**config.mk**
```make
export PLATFORM = sky130hd
export DESIGN_NAME = tlos_top
export DESIGN_NICKNAME = d
export VERILOG_FILES = /design/src/hw/tlos_pkg.sv /design/src/hw/tlos_top.sv
export SDC_FILE = /design/constraint.sdc
export NUM_CORES = 1
export LEC_CHECK = 0
export BUFFER_PORTS_ARGS = -buffer_cell sky130_fd_sc_hd__clkbuf_2
export CAP_MARGIN = 20
export CORE_MARGIN = 1
export CORE_UTILIZATION = 44
export DETAILED_ROUTE_END_ITERATION = 16
export PLACE_DENSITY = 0.6
export SYNTH_ARGS = -nofsm -noshare
export SYNTH_HDL_FRONTEND = slang
export SYNTH_SLANG_ARGS = --single-unit
export TNS_END_PERCENT = 10
```
**constraint.sdc**
```tcl
create_clock -name clk -period 5.1 [get_ports clk]
set_clock_uncertainty 0.05 [all_clocks]
set_input_delay 0.255 -clock clk [delete_from_list [all_inputs] [get_ports clk]]
set_output_delay 0.255 -clock clk [all_outputs]
set_load 0.01 [all_outputs]
```
**src/hw/tlos_pkg.sv**
```systemverilog
// shared constants, types and register map for the tributary los/oof block
// assumes one 100 MHz clock and a plain strobe register port
package tlos_pkg;

    // ----------------------------------------------------------------
    // geometry
    // ----------------------------------------------------------------
    localparam int NCH = 3;                       // tributary channels

    // ----------------------------------------------------------------
    // mode encoding (two bits per channel in the mode register)
    // ----------------------------------------------------------------
    typedef enum logic [1:0] {
        TLOS_DS3 = 2'h0,
        TLOS_E3 = 2'h1,
        TLOS_STS1 = 2'h2
    } tlos_mode_t;

    // ----------------------------------------------------------------
    // los thresholds
    // ----------------------------------------------------------------
    localparam logic [7:0] DS3_ZERO_RUN = 8'hB4;   // 180 zeros declare
    localparam logic [7:0] DS3_WIN_LEN = 8'hB4;    // 180 bit window
    localparam logic [7:0] DS3_ONES_MIN = 8'h3C;   // 60 ones clear
    localparam logic [7:0] E3_ZERO_RUN = 8'h20;    // 32 zeros declare
    localparam logic [7:0] E3_BLK_LEN = 8'h20;     // 32 bit block
    localparam logic [7:0] E3_ONES_MIN = 8'h08;    // 8 ones per block
    localparam logic [2:0] E3_GOOD_BLKS = 3'h4;    // four good blocks
    localparam logic [15:0] STS1_TH_RST = 16'h0010; // threshold reset value

    // ----------------------------------------------------------------
    // register indices (addr is 4 bits)
    // ----------------------------------------------------------------
    localparam logic [3:0] REG_MODE = 4'h0;      // {ch2,ch1,ch0} 2 bits each
    localparam logic [3:0] REG_CFG = 4'h1;       // bit n: data-based clear
    localparam logic [3:0] REG_STATUS = 4'h2;    // live los/oof
    localparam logic [3:0] REG_IRQ_STAT = 4'h3;  // sticky, write one clear
    localparam logic [3:0] REG_IRQ_MASK = 4'h4;  // one enables
    localparam logic [3:0] REG_TH0 = 4'h5;       // sts1 threshold ch0
    localparam int LOS_BIT = 0;                  // status field offsets
    localparam int OOF_BIT = 3;
    localparam logic [5:0] MODE_RST = 6'h00;
    localparam logic [2:0] CFG_RST = 3'h7;

    // per-channel receive sample
    typedef struct packed {
        logic pos;        // positive rail
        logic neg;        // negative rail
        logic valid;      // one bit time
        logic byte_zero;  // sts1 byte boundary with all-zero byte
        logic byte_nz;    // sts1 byte boundary with nonzero byte
        logic oof;        // framer out of frame
    } tlos_rx_t;

endpackage

```
**src/hw/tlos_top.sv**
```systemverilog
// los and out-of-frame indication for three receive tributaries
// assumes rails, byte flags and framer oof arrive synchronous to clk
`timescale 1ns/1ns
module tlos_top (
    input wire logic clk,
    input wire logic rst_n,
    input wire logic clk_en,
    input wire logic [2:0] external_signal_loss_in,
    input wire tlos_pkg::tlos_rx_t [2:0] rx_in,
    input wire logic [3:0] reg_addr,
    input wire logic [15:0] reg_wdata,
    input wire logic reg_wr,
    input wire logic reg_rd,
    output logic [15:0] reg_rdata,
    output logic [2:0] signal_loss_out,
    output logic [2:0] frame_sync_lost_out,
    output logic irq
);

    // ----------------------------------------------------------------
    // register file
    // ----------------------------------------------------------------
    logic [5:0] mode_q, mode_d;               // channel modes
    logic [2:0] cfg_q, cfg_d;                 // data clear enables
    logic [5:0] ist_q, ist_d;                 // sticky events
    logic [5:0] imask_q, imask_d;             // interrupt mask
    logic [15:0] th_q [3];                    // sts1 thresholds
    logic [15:0] th_d [3];
    logic [15:0] rdata_q, rdata_d;            // read data
    logic [2:0] los_q;                        // per-channel los
    logic [2:0] oof_q;                        // per-channel oof
    logic [5:0] stat_now;                     // live status
    logic [5:0] stat_prev_q;                  // previous status
    logic [5:0] events;                       // status changes

    // mode decode used by each channel
    function automatic tlos_pkg::tlos_mode_t mode_of(
        input logic [5:0] m, input int ch);
        logic [1:0] f;
        f = m[ch*2 +: 2];
        case (f)
            2'h1: mode_of = tlos_pkg::TLOS_E3;
            2'h2: mode_of = tlos_pkg::TLOS_STS1;
            default: mode_of = tlos_pkg::TLOS_DS3;
        endcase
    endfunction

    assign stat_now = {oof_q, los_q};
    assign events = stat_now ^ stat_prev_q;

    // register next-state: writes, w1c sticky with set winning, reads
    always_comb begin
        mode_d = mode_q;
        cfg_d = cfg_q;
        imask_d = imask_q;
        ist_d = ist_q;
        rdata_d = 16'h0000;
        for (int i = 0; i < 3; i++) begin
            th_d[i] = th_q[i];
        end
        if (reg_wr) begin
            case (reg_addr)
                tlos_pkg::REG_MODE: mode_d = reg_wdata[5:0];
                tlos_pkg::REG_CFG: cfg_d = reg_wdata[2:0];
                tlos_pkg::REG_IRQ_STAT: ist_d = ist_q & ~reg_wdata[5:0];
                tlos_pkg::REG_IRQ_MASK: imask_d = reg_wdata[5:0];
                tlos_pkg::REG_TH0: th_d[0] = reg_wdata;
                tlos_pkg::REG_TH0 + 4'h1: th_d[1] = reg_wdata;
                tlos_pkg::REG_TH0 + 4'h2: th_d[2] = reg_wdata;
                default: ; // unmapped writes ignored
            endcase
        end
        ist_d = ist_d | events; // set wins over clear
        if (reg_rd) begin
            case (reg_addr)
                tlos_pkg::REG_MODE: rdata_d = {10'h000, mode_q};
                tlos_pkg::REG_CFG: rdata_d = {13'h0000, cfg_q};
                tlos_pkg::REG_STATUS: rdata_d = {10'h000, stat_now};
                tlos_pkg::REG_IRQ_STAT: rdata_d = {10'h000, ist_q};
                tlos_pkg::REG_IRQ_MASK: rdata_d = {10'h000, imask_q};
                tlos_pkg::REG_TH0: rdata_d = th_q[0];
                tlos_pkg::REG_TH0 + 4'h1: rdata_d = th_q[1];
                tlos_pkg::REG_TH0 + 4'h2: rdata_d = th_q[2];
                default: rdata_d = 16'h0000; // unmapped reads zero
            endcase
        end
    end

    // register state
    always_ff @(posedge clk) begin
        if (!rst_n) begin
            mode_q <= tlos_pkg::MODE_RST;
            cfg_q <= tlos_pkg::CFG_RST;
            ist_q <= 6'h00;
            imask_q <= 6'h00;
            rdata_q <= 16'h0000;
            stat_prev_q <= 6'h00;
            for (int i = 0; i < 3; i++) begin
                th_q[i] <= tlos_pkg::STS1_TH_RST;
            end
        end else if (clk_en) begin
            mode_q <= mode_d;
            cfg_q <= cfg_d;
            ist_q <= ist_d;
            imask_q <= imask_d;
            rdata_q <= rdata_d;
            stat_prev_q <= stat_now;
            for (int i = 0; i < 3; i++) begin
                th_q[i] <= th_d[i];
            end
        end
    end

    assign reg_rdata = rdata_q;
    assign irq = |(ist_q & imask_q);
    assign signal_loss_out = los_q;
    assign frame_sync_lost_out = oof_q;

    // ----------------------------------------------------------------
    // per-channel detection
    // ----------------------------------------------------------------
    for (genvar c = 0; c < 3; c++) begin : g_ch
        typedef enum {ST_OK, ST_LOS} st_t;
        st_t st_q, st_d;                     // los state
        logic [1:0] sync_q, sync_d;          // external loss synchroniser
        logic [15:0] zrun_q, zrun_d;         // zero run (bits or bytes)
        logic [7:0] wcnt_q, wcnt_d;          // window bit position
        logic [7:0] ones_q, ones_d;          // ones inside window
        logic [2:0] good_q, good_d;          // good e3 blocks in a row
        logic oof_d;                         // next oof
        logic mark;                          // nonzero bit seen
        logic ext;                           // synced external loss
        logic data_clear;                    // data-based clear met
        tlos_pkg::tlos_mode_t md;            // this channel's mode
        tlos_pkg::tlos_rx_t rx;

        assign rx = rx_in[c];
        assign md = mode_of(mode_q, c);
        assign ext = sync_q[1];
        assign mark = rx.pos | rx.neg;

        // next state: counters, declare and clear decisions
        always_comb begin
            sync_d = {sync_q[0], external_signal_loss_in[c]};
            st_d = st_q;
            zrun_d = zrun_q;
            wcnt_d = wcnt_q;
            ones_d = ones_q;
            good_d = good_q;
            data_clear = 1'b0;
            oof_d = rx.oof;
            if (md == tlos_pkg::TLOS_STS1) begin
                // external input is not looked at here
                if (rx.byte_zero && zrun_q != 16'hFFFF) begin
                    zrun_d = zrun_q + 16'h0001;
                end else if (rx.byte_nz) begin
                    zrun_d = 16'h0000;
                end
                if (zrun_d >= th_q[c]) begin
                    st_d = ST_LOS;
                end else begin
                    st_d = ST_OK;
                end
            end else if (rx.valid) begin
                // zero run for declare
                if (mark) begin
                    zrun_d = 16'h0000;
                end else if (zrun_q != 16'hFFFF) begin
                    zrun_d = zrun_q + 16'h0001;
                end
                // ones window for clear
                ones_d = ones_q + {7'h00, mark};
                wcnt_d = wcnt_q + 8'h01;
                if (md == tlos_pkg::TLOS_DS3) begin
                    // at or past the end: a window left long by a mode
                    // change is closed at once instead of wrapping
                    if (wcnt_d >= tlos_pkg::DS3_WIN_LEN) begin
                        data_clear = ones_d >= tlos_pkg::DS3_ONES_MIN;
                        wcnt_d = 8'h00;
                        ones_d = 8'h00;
                    end
                    if (zrun_d >= {8'h00, tlos_pkg::DS3_ZERO_RUN}) begin
                        st_d = ST_LOS;
                    end
                end else begin
                    // a block left long by a change from ds3 closes here
                    if (wcnt_d >= tlos_pkg::E3_BLK_LEN) begin
                        if (ones_d >= tlos_pkg::E3_ONES_MIN) begin
                            if (good_q != tlos_pkg::E3_GOOD_BLKS) begin
                                good_d = good_q + 3'h1;
                            end
                        end else begin
                            good_d = 3'h0;
                        end
                        data_clear = good_d == tlos_pkg::E3_GOOD_BLKS;
                        wcnt_d = 8'h00;
                        ones_d = 8'h00;
                    end
                    if (zrun_d >= {8'h00, tlos_pkg::E3_ZERO_RUN}) begin
                        st_d = ST_LOS;
                    end
                end
                // clear only with external low and, when the cfg bit is set, data good
                if (st_q == ST_LOS && !ext &&
                    (data_clear || !cfg_q[c])) begin
                    st_d = ST_OK;
                end
            end else if (st_q == ST_LOS && !ext && !cfg_q[c]) begin
                st_d = ST_OK;
            end
            if (md != tlos_pkg::TLOS_STS1 && ext) begin
                st_d = ST_LOS;
            end
        end

        // channel state
        always_ff @(posedge clk) begin
            if (!rst_n) begin
                st_q <= ST_OK;
                sync_q <= 2'h0;
                zrun_q <= 16'h0000;
                wcnt_q <= 8'h00;
                ones_q <= 8'h00;
                good_q <= 3'h0;
                oof_q[c] <= 1'b0;
                los_q[c] <= 1'b0;
            end else if (clk_en) begin
                st_q <= st_d;
                sync_q <= sync_d;
                zrun_q <= zrun_d;
                wcnt_q <= wcnt_d;
                ones_q <= ones_d;
                good_q <= good_d;
                oof_q[c] <= oof_d;
                los_q[c] <= (st_d == ST_LOS);
            end
        end
    end

endmodule

```
==> results of run 1 <==
## what timing repair did
item,4_1_cts,5_1_grt
endpoints found under the setup margin,0,1
hold endpoints to repair,18,0
hold buffers,10,0
resized for setup,0,2
## through the flow
| stage | total power, W | instances |
|---|---|---|
| floorplan | 0.00299 | 2070 |
| global placement | 0.00316 | 2538 |
| detailed placement | 0.00317 | 2540 |
| CTS | 0.00572 | 2616 |
| global route | 0.00590 | 2616 |
| finish | 0.00566 | 2616 |
## cells in the mapped netlist (19+ instances only)
master	number	share of area [%]
clkbuf_1	113	2.5
inv_1	87	1.9
nand3_1	68	2.0
edfxtp_1	48	8.5
nor2b_1	76	2.8
o21ai_0	160	4.7
a31oi_1	29	1.1
ha_1	75	5.5
nand3b_1	30	1.3
and2_1	40	1.5
a22oi_1	35	1.5
nor2_1	239	5.3
nor4_1	28	1.0
nand2_1	116	2.6
xnor2_1	38	2.0
a21oi_1	156	4.6
dfxtp_1	256	30
mux2i_1	47	2.8
or3_1	19	0.70
a211oi_1	47	2.1
buf_2	20	0.59
xor2_1	24	1.2
nor3_1	55	1.6
and3_1	47	1.7
nand4_1	34	1.3
## state kept, by name, indices dropped and copies added, names as in the netlist
name / count
g_ch.st_q: 96
g_ch.sync_q: 6
cfg_q: 3
g_ch.wcnt_q: 24
th_q: 48
frame_sync_lost_out: 3
g_ch.good_q: 9
signal_loss_out: 3
g_ch.zrun_q: 48
stat_prev_q: 6
g_ch.ones_q: 24
ist_q: 6
reg_rdata: 16
mode_q: 6
imask_q: 6
## worst max-delay path, cell delays in order (launching register included)
cell and delay (ps):
dfxtp_1 500, ha_1 350, nand3_1 180, nor3_1 230, buf_4 170, nand3_1 140
buf_4 220, nand2_2 180, nor2_1 80, o21ai_0 140, nand2_1 100, ha_1 300
a21o_1 180, a21oi_1 170, o21ai_0 140, a2111oi_0 350, nor2_1 100, a31oi_1 350
nand2b_1 130, or2_2 280, a32o_1 250
## routing by layer
layer  GRT usage [%]  routed length (microns)
met1            33.3                    21900
met2            37.2                    20800
met3            3.59                     2730
met4            6.52                      998
met5               0                        0
## layout make-up
cell class,instances,area share (%)
inverter,89,1.78
clock buffer,47,5.15
sequential,304,34.7
timing repair buffer,109,3.62
clock inverter,19,0.906
tap,511,3.38
multi-input combinational,1537,50.5
## worst paths after layout
path	from	endpoint	cells after the start
worst max-delay path	g_ch[0].zrun_q[0]	signal_loss_out[0]	20
worst min-delay path	reg_wdata[5]	imask_q[5]	3
worst max register to register	g_ch[0].zrun_q[0]	signal_loss_out[0]	20
worst min register to register	g_ch[2].st_q[16]	g_ch[2].st_q[16]	2
## power by group through the flow
stage	Combinational (W)	Clock [W]	Sequential [W]
2_1_floorplan	0.000391	0	0.00260
3_3_place_gp	0.000513	0	0.00264
3_5_place_dp	0.000524	0	0.00265
4_1_cts	0.000534	0.00259	0.00259
5_1_grt	0.000599	0.00269	0.00261
6_report	0.000537	0.00253	0.00260
## kinds of logic after synthesis
kind of cell             synth area share (%)
AO/OA/AOI/OAI                            19.6
XOR/XNOR                                 3.19
adder cells (fa/ha/maj)                  5.52
buffers and inverters                    5.29
flip-flops                               38.6
multiplexers                             3.03
AND/OR/NAND/NOR                          24.7
==> results.cfg, run 1 <==
[cts]
cts.path.max_buffers = 3
clk_pin_slew_ps = 60
clock-root-buffer = clkbuf_16
clk_latency_ps = 550
cts_made_buffers = 37
cts_max_level = 2
postCtsSetupRepairBufs = 0
cts_tree = built
clock-sinks = 304

[floorplanning]
die_h_microns = 199
die-area_sq_mm = 0.0394
core_area_sq_mm = 0.0378
die_x_microns = 199
rows = 71
start_util_pct = 44.9
io_pins = 69

[place]
gp_congestion = 0.918
portBuffers = 68
postPlaceCellArea_sq_mm = 0.0177
dp_hpwl_microns = 32500
dp_slack_ps = 427

[sta]
worstMarginPinSlew_ps = 1070
fin_setup_tns_ps = 0
worst_slack_ps = 379
drv_slew = 0
rsz0062_at_grt = false
fin_crit_sh_pct = 92.6
setup_viol_count_final = 0
hold_viol_final = 0
max_freq_mhz = 212
slew_headroom_pct = 27.5
fin_crit_ps = 4720
hold_ws_ps = 50.7

[power_and_ir_drop]
p_int_w = 0.00417
power.density_mw_per_mm2 = 299
p_leak_nw = 7.47
power_frac_comb_pct = 9.5
pwr-share-clk_pct = 44.7
vdd_ir_drop_max_v = 0.000199
p_seq_share_pct = 45.8
p_switching_w = 0.00149
swShare_pct = 26.3

[detailed_routing]
post_drt_wl_per_cell_microns = 17.7
drcViolationCount = 0
avgViaCountPerCell = 5.78
final_antenna_net_count = 0
detail_route.first_pass.iterations = 5
vias = 15100
drt_iter0_markers = 1199
wirelength_microns = 46400

[cells_and_area]
finalInstanceArea_sq_mm = 0.0189
register_area_sq_mm = 0.00657
multiInputGateArea_sq_mm = 0.00954
final_util_pct = 50.0
layout-drive-gt1-share_pct = 8.79
finalNetCount = 2199
fillCellCount = 3723
mostFrequentLayoutCells = dfxtp_1 (256), nor2_1 (239), o21ai_0 (156), a21oi_1 (155), nand2_1 (115)
area_growth_pct = 11.3
diodes = 0
layout_commonest_cell = dfxtp_1

[global_routing]
grt_pass1_vias = 13900
grt_max_degree = 82
track_usage_pct = 23.6
grt_pass1_wl_microns = 74700
overflow = 0
antenna_found_initial = 0

[logic_synthesis]
syn_inst = 2070
syn-num-nets = 2191
syn_avg_cell_area_sq_um = 8.21
async_flop_share_pct = 0
ys_seq_area_share_pct = 38.6
syn_area_sq_mm = 0.0170
synth_edf_count = 48
synth-seq-cells = 304
synthFlopType = dfxtp_1
synth.distinct_cells = 81
ys_warn_count = 0

[hold_path]
hold_path_class = in -> reg

[status]
status = complete, no violations

[setup_path]
cp.required_ps = 5490
cp-start-kind = flop
worstPathMaxFanout = 12
cp-end-kind = flop
crit_arrival_ps = 5110
critical_path_class = reg -> reg
rrSetupSlack_ps = 380

[job]
maxCapViolCount = 0
Note: power is estimated with default switching activity, not from simulation.
==> run 2: changes to the inputs <==
Settings changed: CELL_PAD_IN_SITES_DETAIL_PLACEMENT set to 0, CELL_PAD_IN_SITES_GLOBAL_PLACEMENT set to 2, CORE_UTILIZATION 44 to 38, PLACE_DENSITY 0.6 to 0.8.
==> run 2 against run 1 <==
Worst hold slack got worse by 6.6 ps. Die area rose by 16%. Count of clock-buffer cells in the layout fell by 1. Routed wire length rose by 6.3%. Non-clock buffer count rose by 7. Utilization fell by 6.4 points. Sequential cell count did not move. Clock power rose by 13%. Sequential power barely moved. Final area rose by 1.7%. Fmax rose by 2.3%. Setup slack improved by 100 ps. Critical endpoint unchanged. Largest cell class unchanged. Largest power group is now clock. Highest routed layer is now met5.
==> results.cfg, run 2 (synthesis gave the netlist of run 1 again) <==
[detailed_routing]
avgViaCountPerCell = 5.54
vias = 15000
post_drt_wl_per_cell_microns = 18.2
final_antenna_net_count = 0
wirelength_microns = 49300
drcViolationCount = 0
drt_iter0_markers = 1154
detail_route.first_pass.iterations = 5

[job]
maxCapViolCount = 0

[cts]
clock-sinks = 304
clock-root-buffer = clkbuf_16
clk_pin_slew_ps = 60
cts_made_buffers = 38
postCtsSetupRepairBufs = 0
clk_latency_ps = 560
cts_max_level = 2
cts_tree = built
cts.path.max_buffers = 3

[hold_path]
hold_path_class = in -> reg

[setup_path]
critical_path_class = reg -> reg
cp_cell_sequence = ha_1 -> nand3_1 -> nor3_1 -> nand3_1 -> buf_4 -> nand2_2 -> buf_4 -> nand3b_1 -> o21ai_0 -> ha_1 -> a21o_1 -> a21o_1 -> a2111oi_0 -> nor2_1 -> a31oi_1 -> nand2b_1 -> or2_2 -> a32o_1
worstPathMaxFanout = 10
crit_end = signal_loss_out[0]
rr_worst_depth = 18
setup.worst_path.start = g_ch[0].zrun_q[0]
crit_arrival_ps = 5010
rrSetupSlack_ps = 480
cp-start-kind = flop
timing.rr.start = g_ch[0].zrun_q[0]
slowest_delay_ps = 480
critical_path.slowest_cell = dfxtp_1
cp-end-kind = flop
cp.required_ps = 5490
r2r_end = signal_loss_out[0]

[sta]
worstMarginPinSlew_ps = 1040
fin_setup_tns_ps = 0
worst_slack_ps = 483
slew_headroom_pct = 30.4
hold_ws_ps = 44.1
drv_slew = 0
setup_viol_count_final = 0
hold_viol_final = 0
max_freq_mhz = 217
fin_crit_ps = 4620
fin_crit_sh_pct = 90.5
rsz0062_at_grt = false

[power_and_ir_drop]
pwr-share-clk_pct = 47.6
p_leak_nw = 7.58
power.density_mw_per_mm2 = 312
swShare_pct = 25.9
p_switching_w = 0.00155
vdd_ir_drop_max_v = 0.000236
p_int_w = 0.00444
power_frac_comb_pct = 9.1
p_seq_share_pct = 43.3

[global_routing]
antenna_found_initial = 3
grt_pass1_vias = 14000
overflow = 0
grt_max_degree = 66
grt_pass1_wl_microns = 77800
track_usage_pct = 21.6

[cells_and_area]
layout_commonest_cell = dfxtp_1
top_regs = g_ch.st_q: 96 flops, g_ch.zrun_q: 48 flops, th_q: 48 flops
mostFrequentLayoutCells = dfxtp_1 (256), nor2_1 (239), o21ai_0 (157), a21oi_1 (155), nand2_1 (115)
finalNetCount = 2207
fillCellCount = 4518
top_register = g_ch.st_q
area_growth_pct = 13.1
register_area_sq_mm = 0.00657
multiInputGateArea_sq_mm = 0.00954
layout-drive-gt1-share_pct = 9.24
largest_reg_flops = 96

[place]
gp_congestion = 0.846
dp_slack_ps = 504
portBuffers = 68
dp_hpwl_microns = 34900

[floorplanning]
core_area_sq_mm = 0.0441
die-area_sq_mm = 0.0456
die_h_microns = 214
die_x_microns = 214
start_util_pct = 38.5
rows = 77
io_pins = 69

[status]
status = complete, no violations
-- run 2: cell count changes in the layout (fill, tap and decap cells not counted), sizes merged --
| cell | before | now |
|---|---|---|
| dlygate4sd3 | 10 | 12 |
| clkinvlp | 2 | 3 |
| diode | 0 | 1 |
| clkbuf | 115 | 113 |
| inv | 92 | 91 |
| clkinv | 12 | 8 |
| bufinv | 2 | 6 |
| buf | 31 | 37 |
-- run 2: critical path, delay by kind of cell, from the launching register on --
| kind | cells | cell delay, ps |
|---|---|---|
| AOI/OAI and AO/OA | 6 | 1410 |
| adders and majority gates | 2 | 650 |
| buffers and inverters | 2 | 430 |
| DFF | 1 | 480 |
| and+or+nand+nor | 8 | 1470 |
-- run 2: cell type report --
class	count	area share, %
inverter	89	1.75
antenna	1	0.0130
timing repair buffer	116	3.84
sequential	304	34.1
multi-input combinational	1537	49.6
clock buffer	46	5.26
tap	592	3.85
clock inverter	19	1.55
-- run 2: metrics by stage --
step / power, W / area [sq um] / instances / util (%)
floorplan: 0.00299 / 17000 / 2070 / -
CTS: 0.00606 / 19200 / 2701 / 43.5
global route: 0.00624 / 19200 / 2703 / 43.6
detailed placement: 0.00318 / 17800 / 2624 / 40.3
global placement: 0.00317 / 17800 / 2623 / 40.3
finish: 0.00599 / 19200 / 2704 / 43.6
-- run 2: layer usage --
layer / GRT usage [%] / vias up / share of wire, %
li1: - / 7488 / -
met4: 4.66 / 4 / 1.5
met5: 0 / - / 0.047
met1: 30.4 / 7115 / 49
met2: 34.5 / 327 / 45
met3: 3.73 / 56 / 4.8
-- run 2: worst min-delay path by stage --
| stage | slack (ps) | start | depth (start not counted) | to |
|---|---|---|---|---|
| after floorplan | 350 | reg_wdata[0] | 2 | imask_q[0] |
| after global placement | 370 | g_ch[2].st_q[20] | 2 | g_ch[2].st_q[20] |
| after detailed placement | 370 | g_ch[2].st_q[21] | 2 | g_ch[2].st_q[21] |
| after CTS | 10 | reg_wdata[12] | 2 | th_q[0][44] |
| after global routing | 20 | reg_wdata[12] | 2 | th_q[0][28] |
| final | 40 | reg_wdata[12] | 2 | th_q[0][44] |
-- run 2: power by group through the flow --
| stage | clock [W] | sequential, W | combinational (W) |
|---|---|---|---|
| after floorplan | 0 | 0.00260 | 0.000391 |
| after global placement | 0 | 0.00265 | 0.000528 |
| after detailed placement | 0 | 0.00265 | 0.000535 |
| after CTS | 0.00292 | 0.00259 | 0.000546 |
| after global routing | 0.00302 | 0.00261 | 0.000610 |
| final | 0.00285 | 0.00260 | 0.000545 |
-- run 2: timing repair --
action                                  4_1_cts  5_1_grt
hold endpoints to repair                     23        0
hold buffers                                 12        0
gates resized for setup                       0        2
endpoints found under the setup margin        0        1
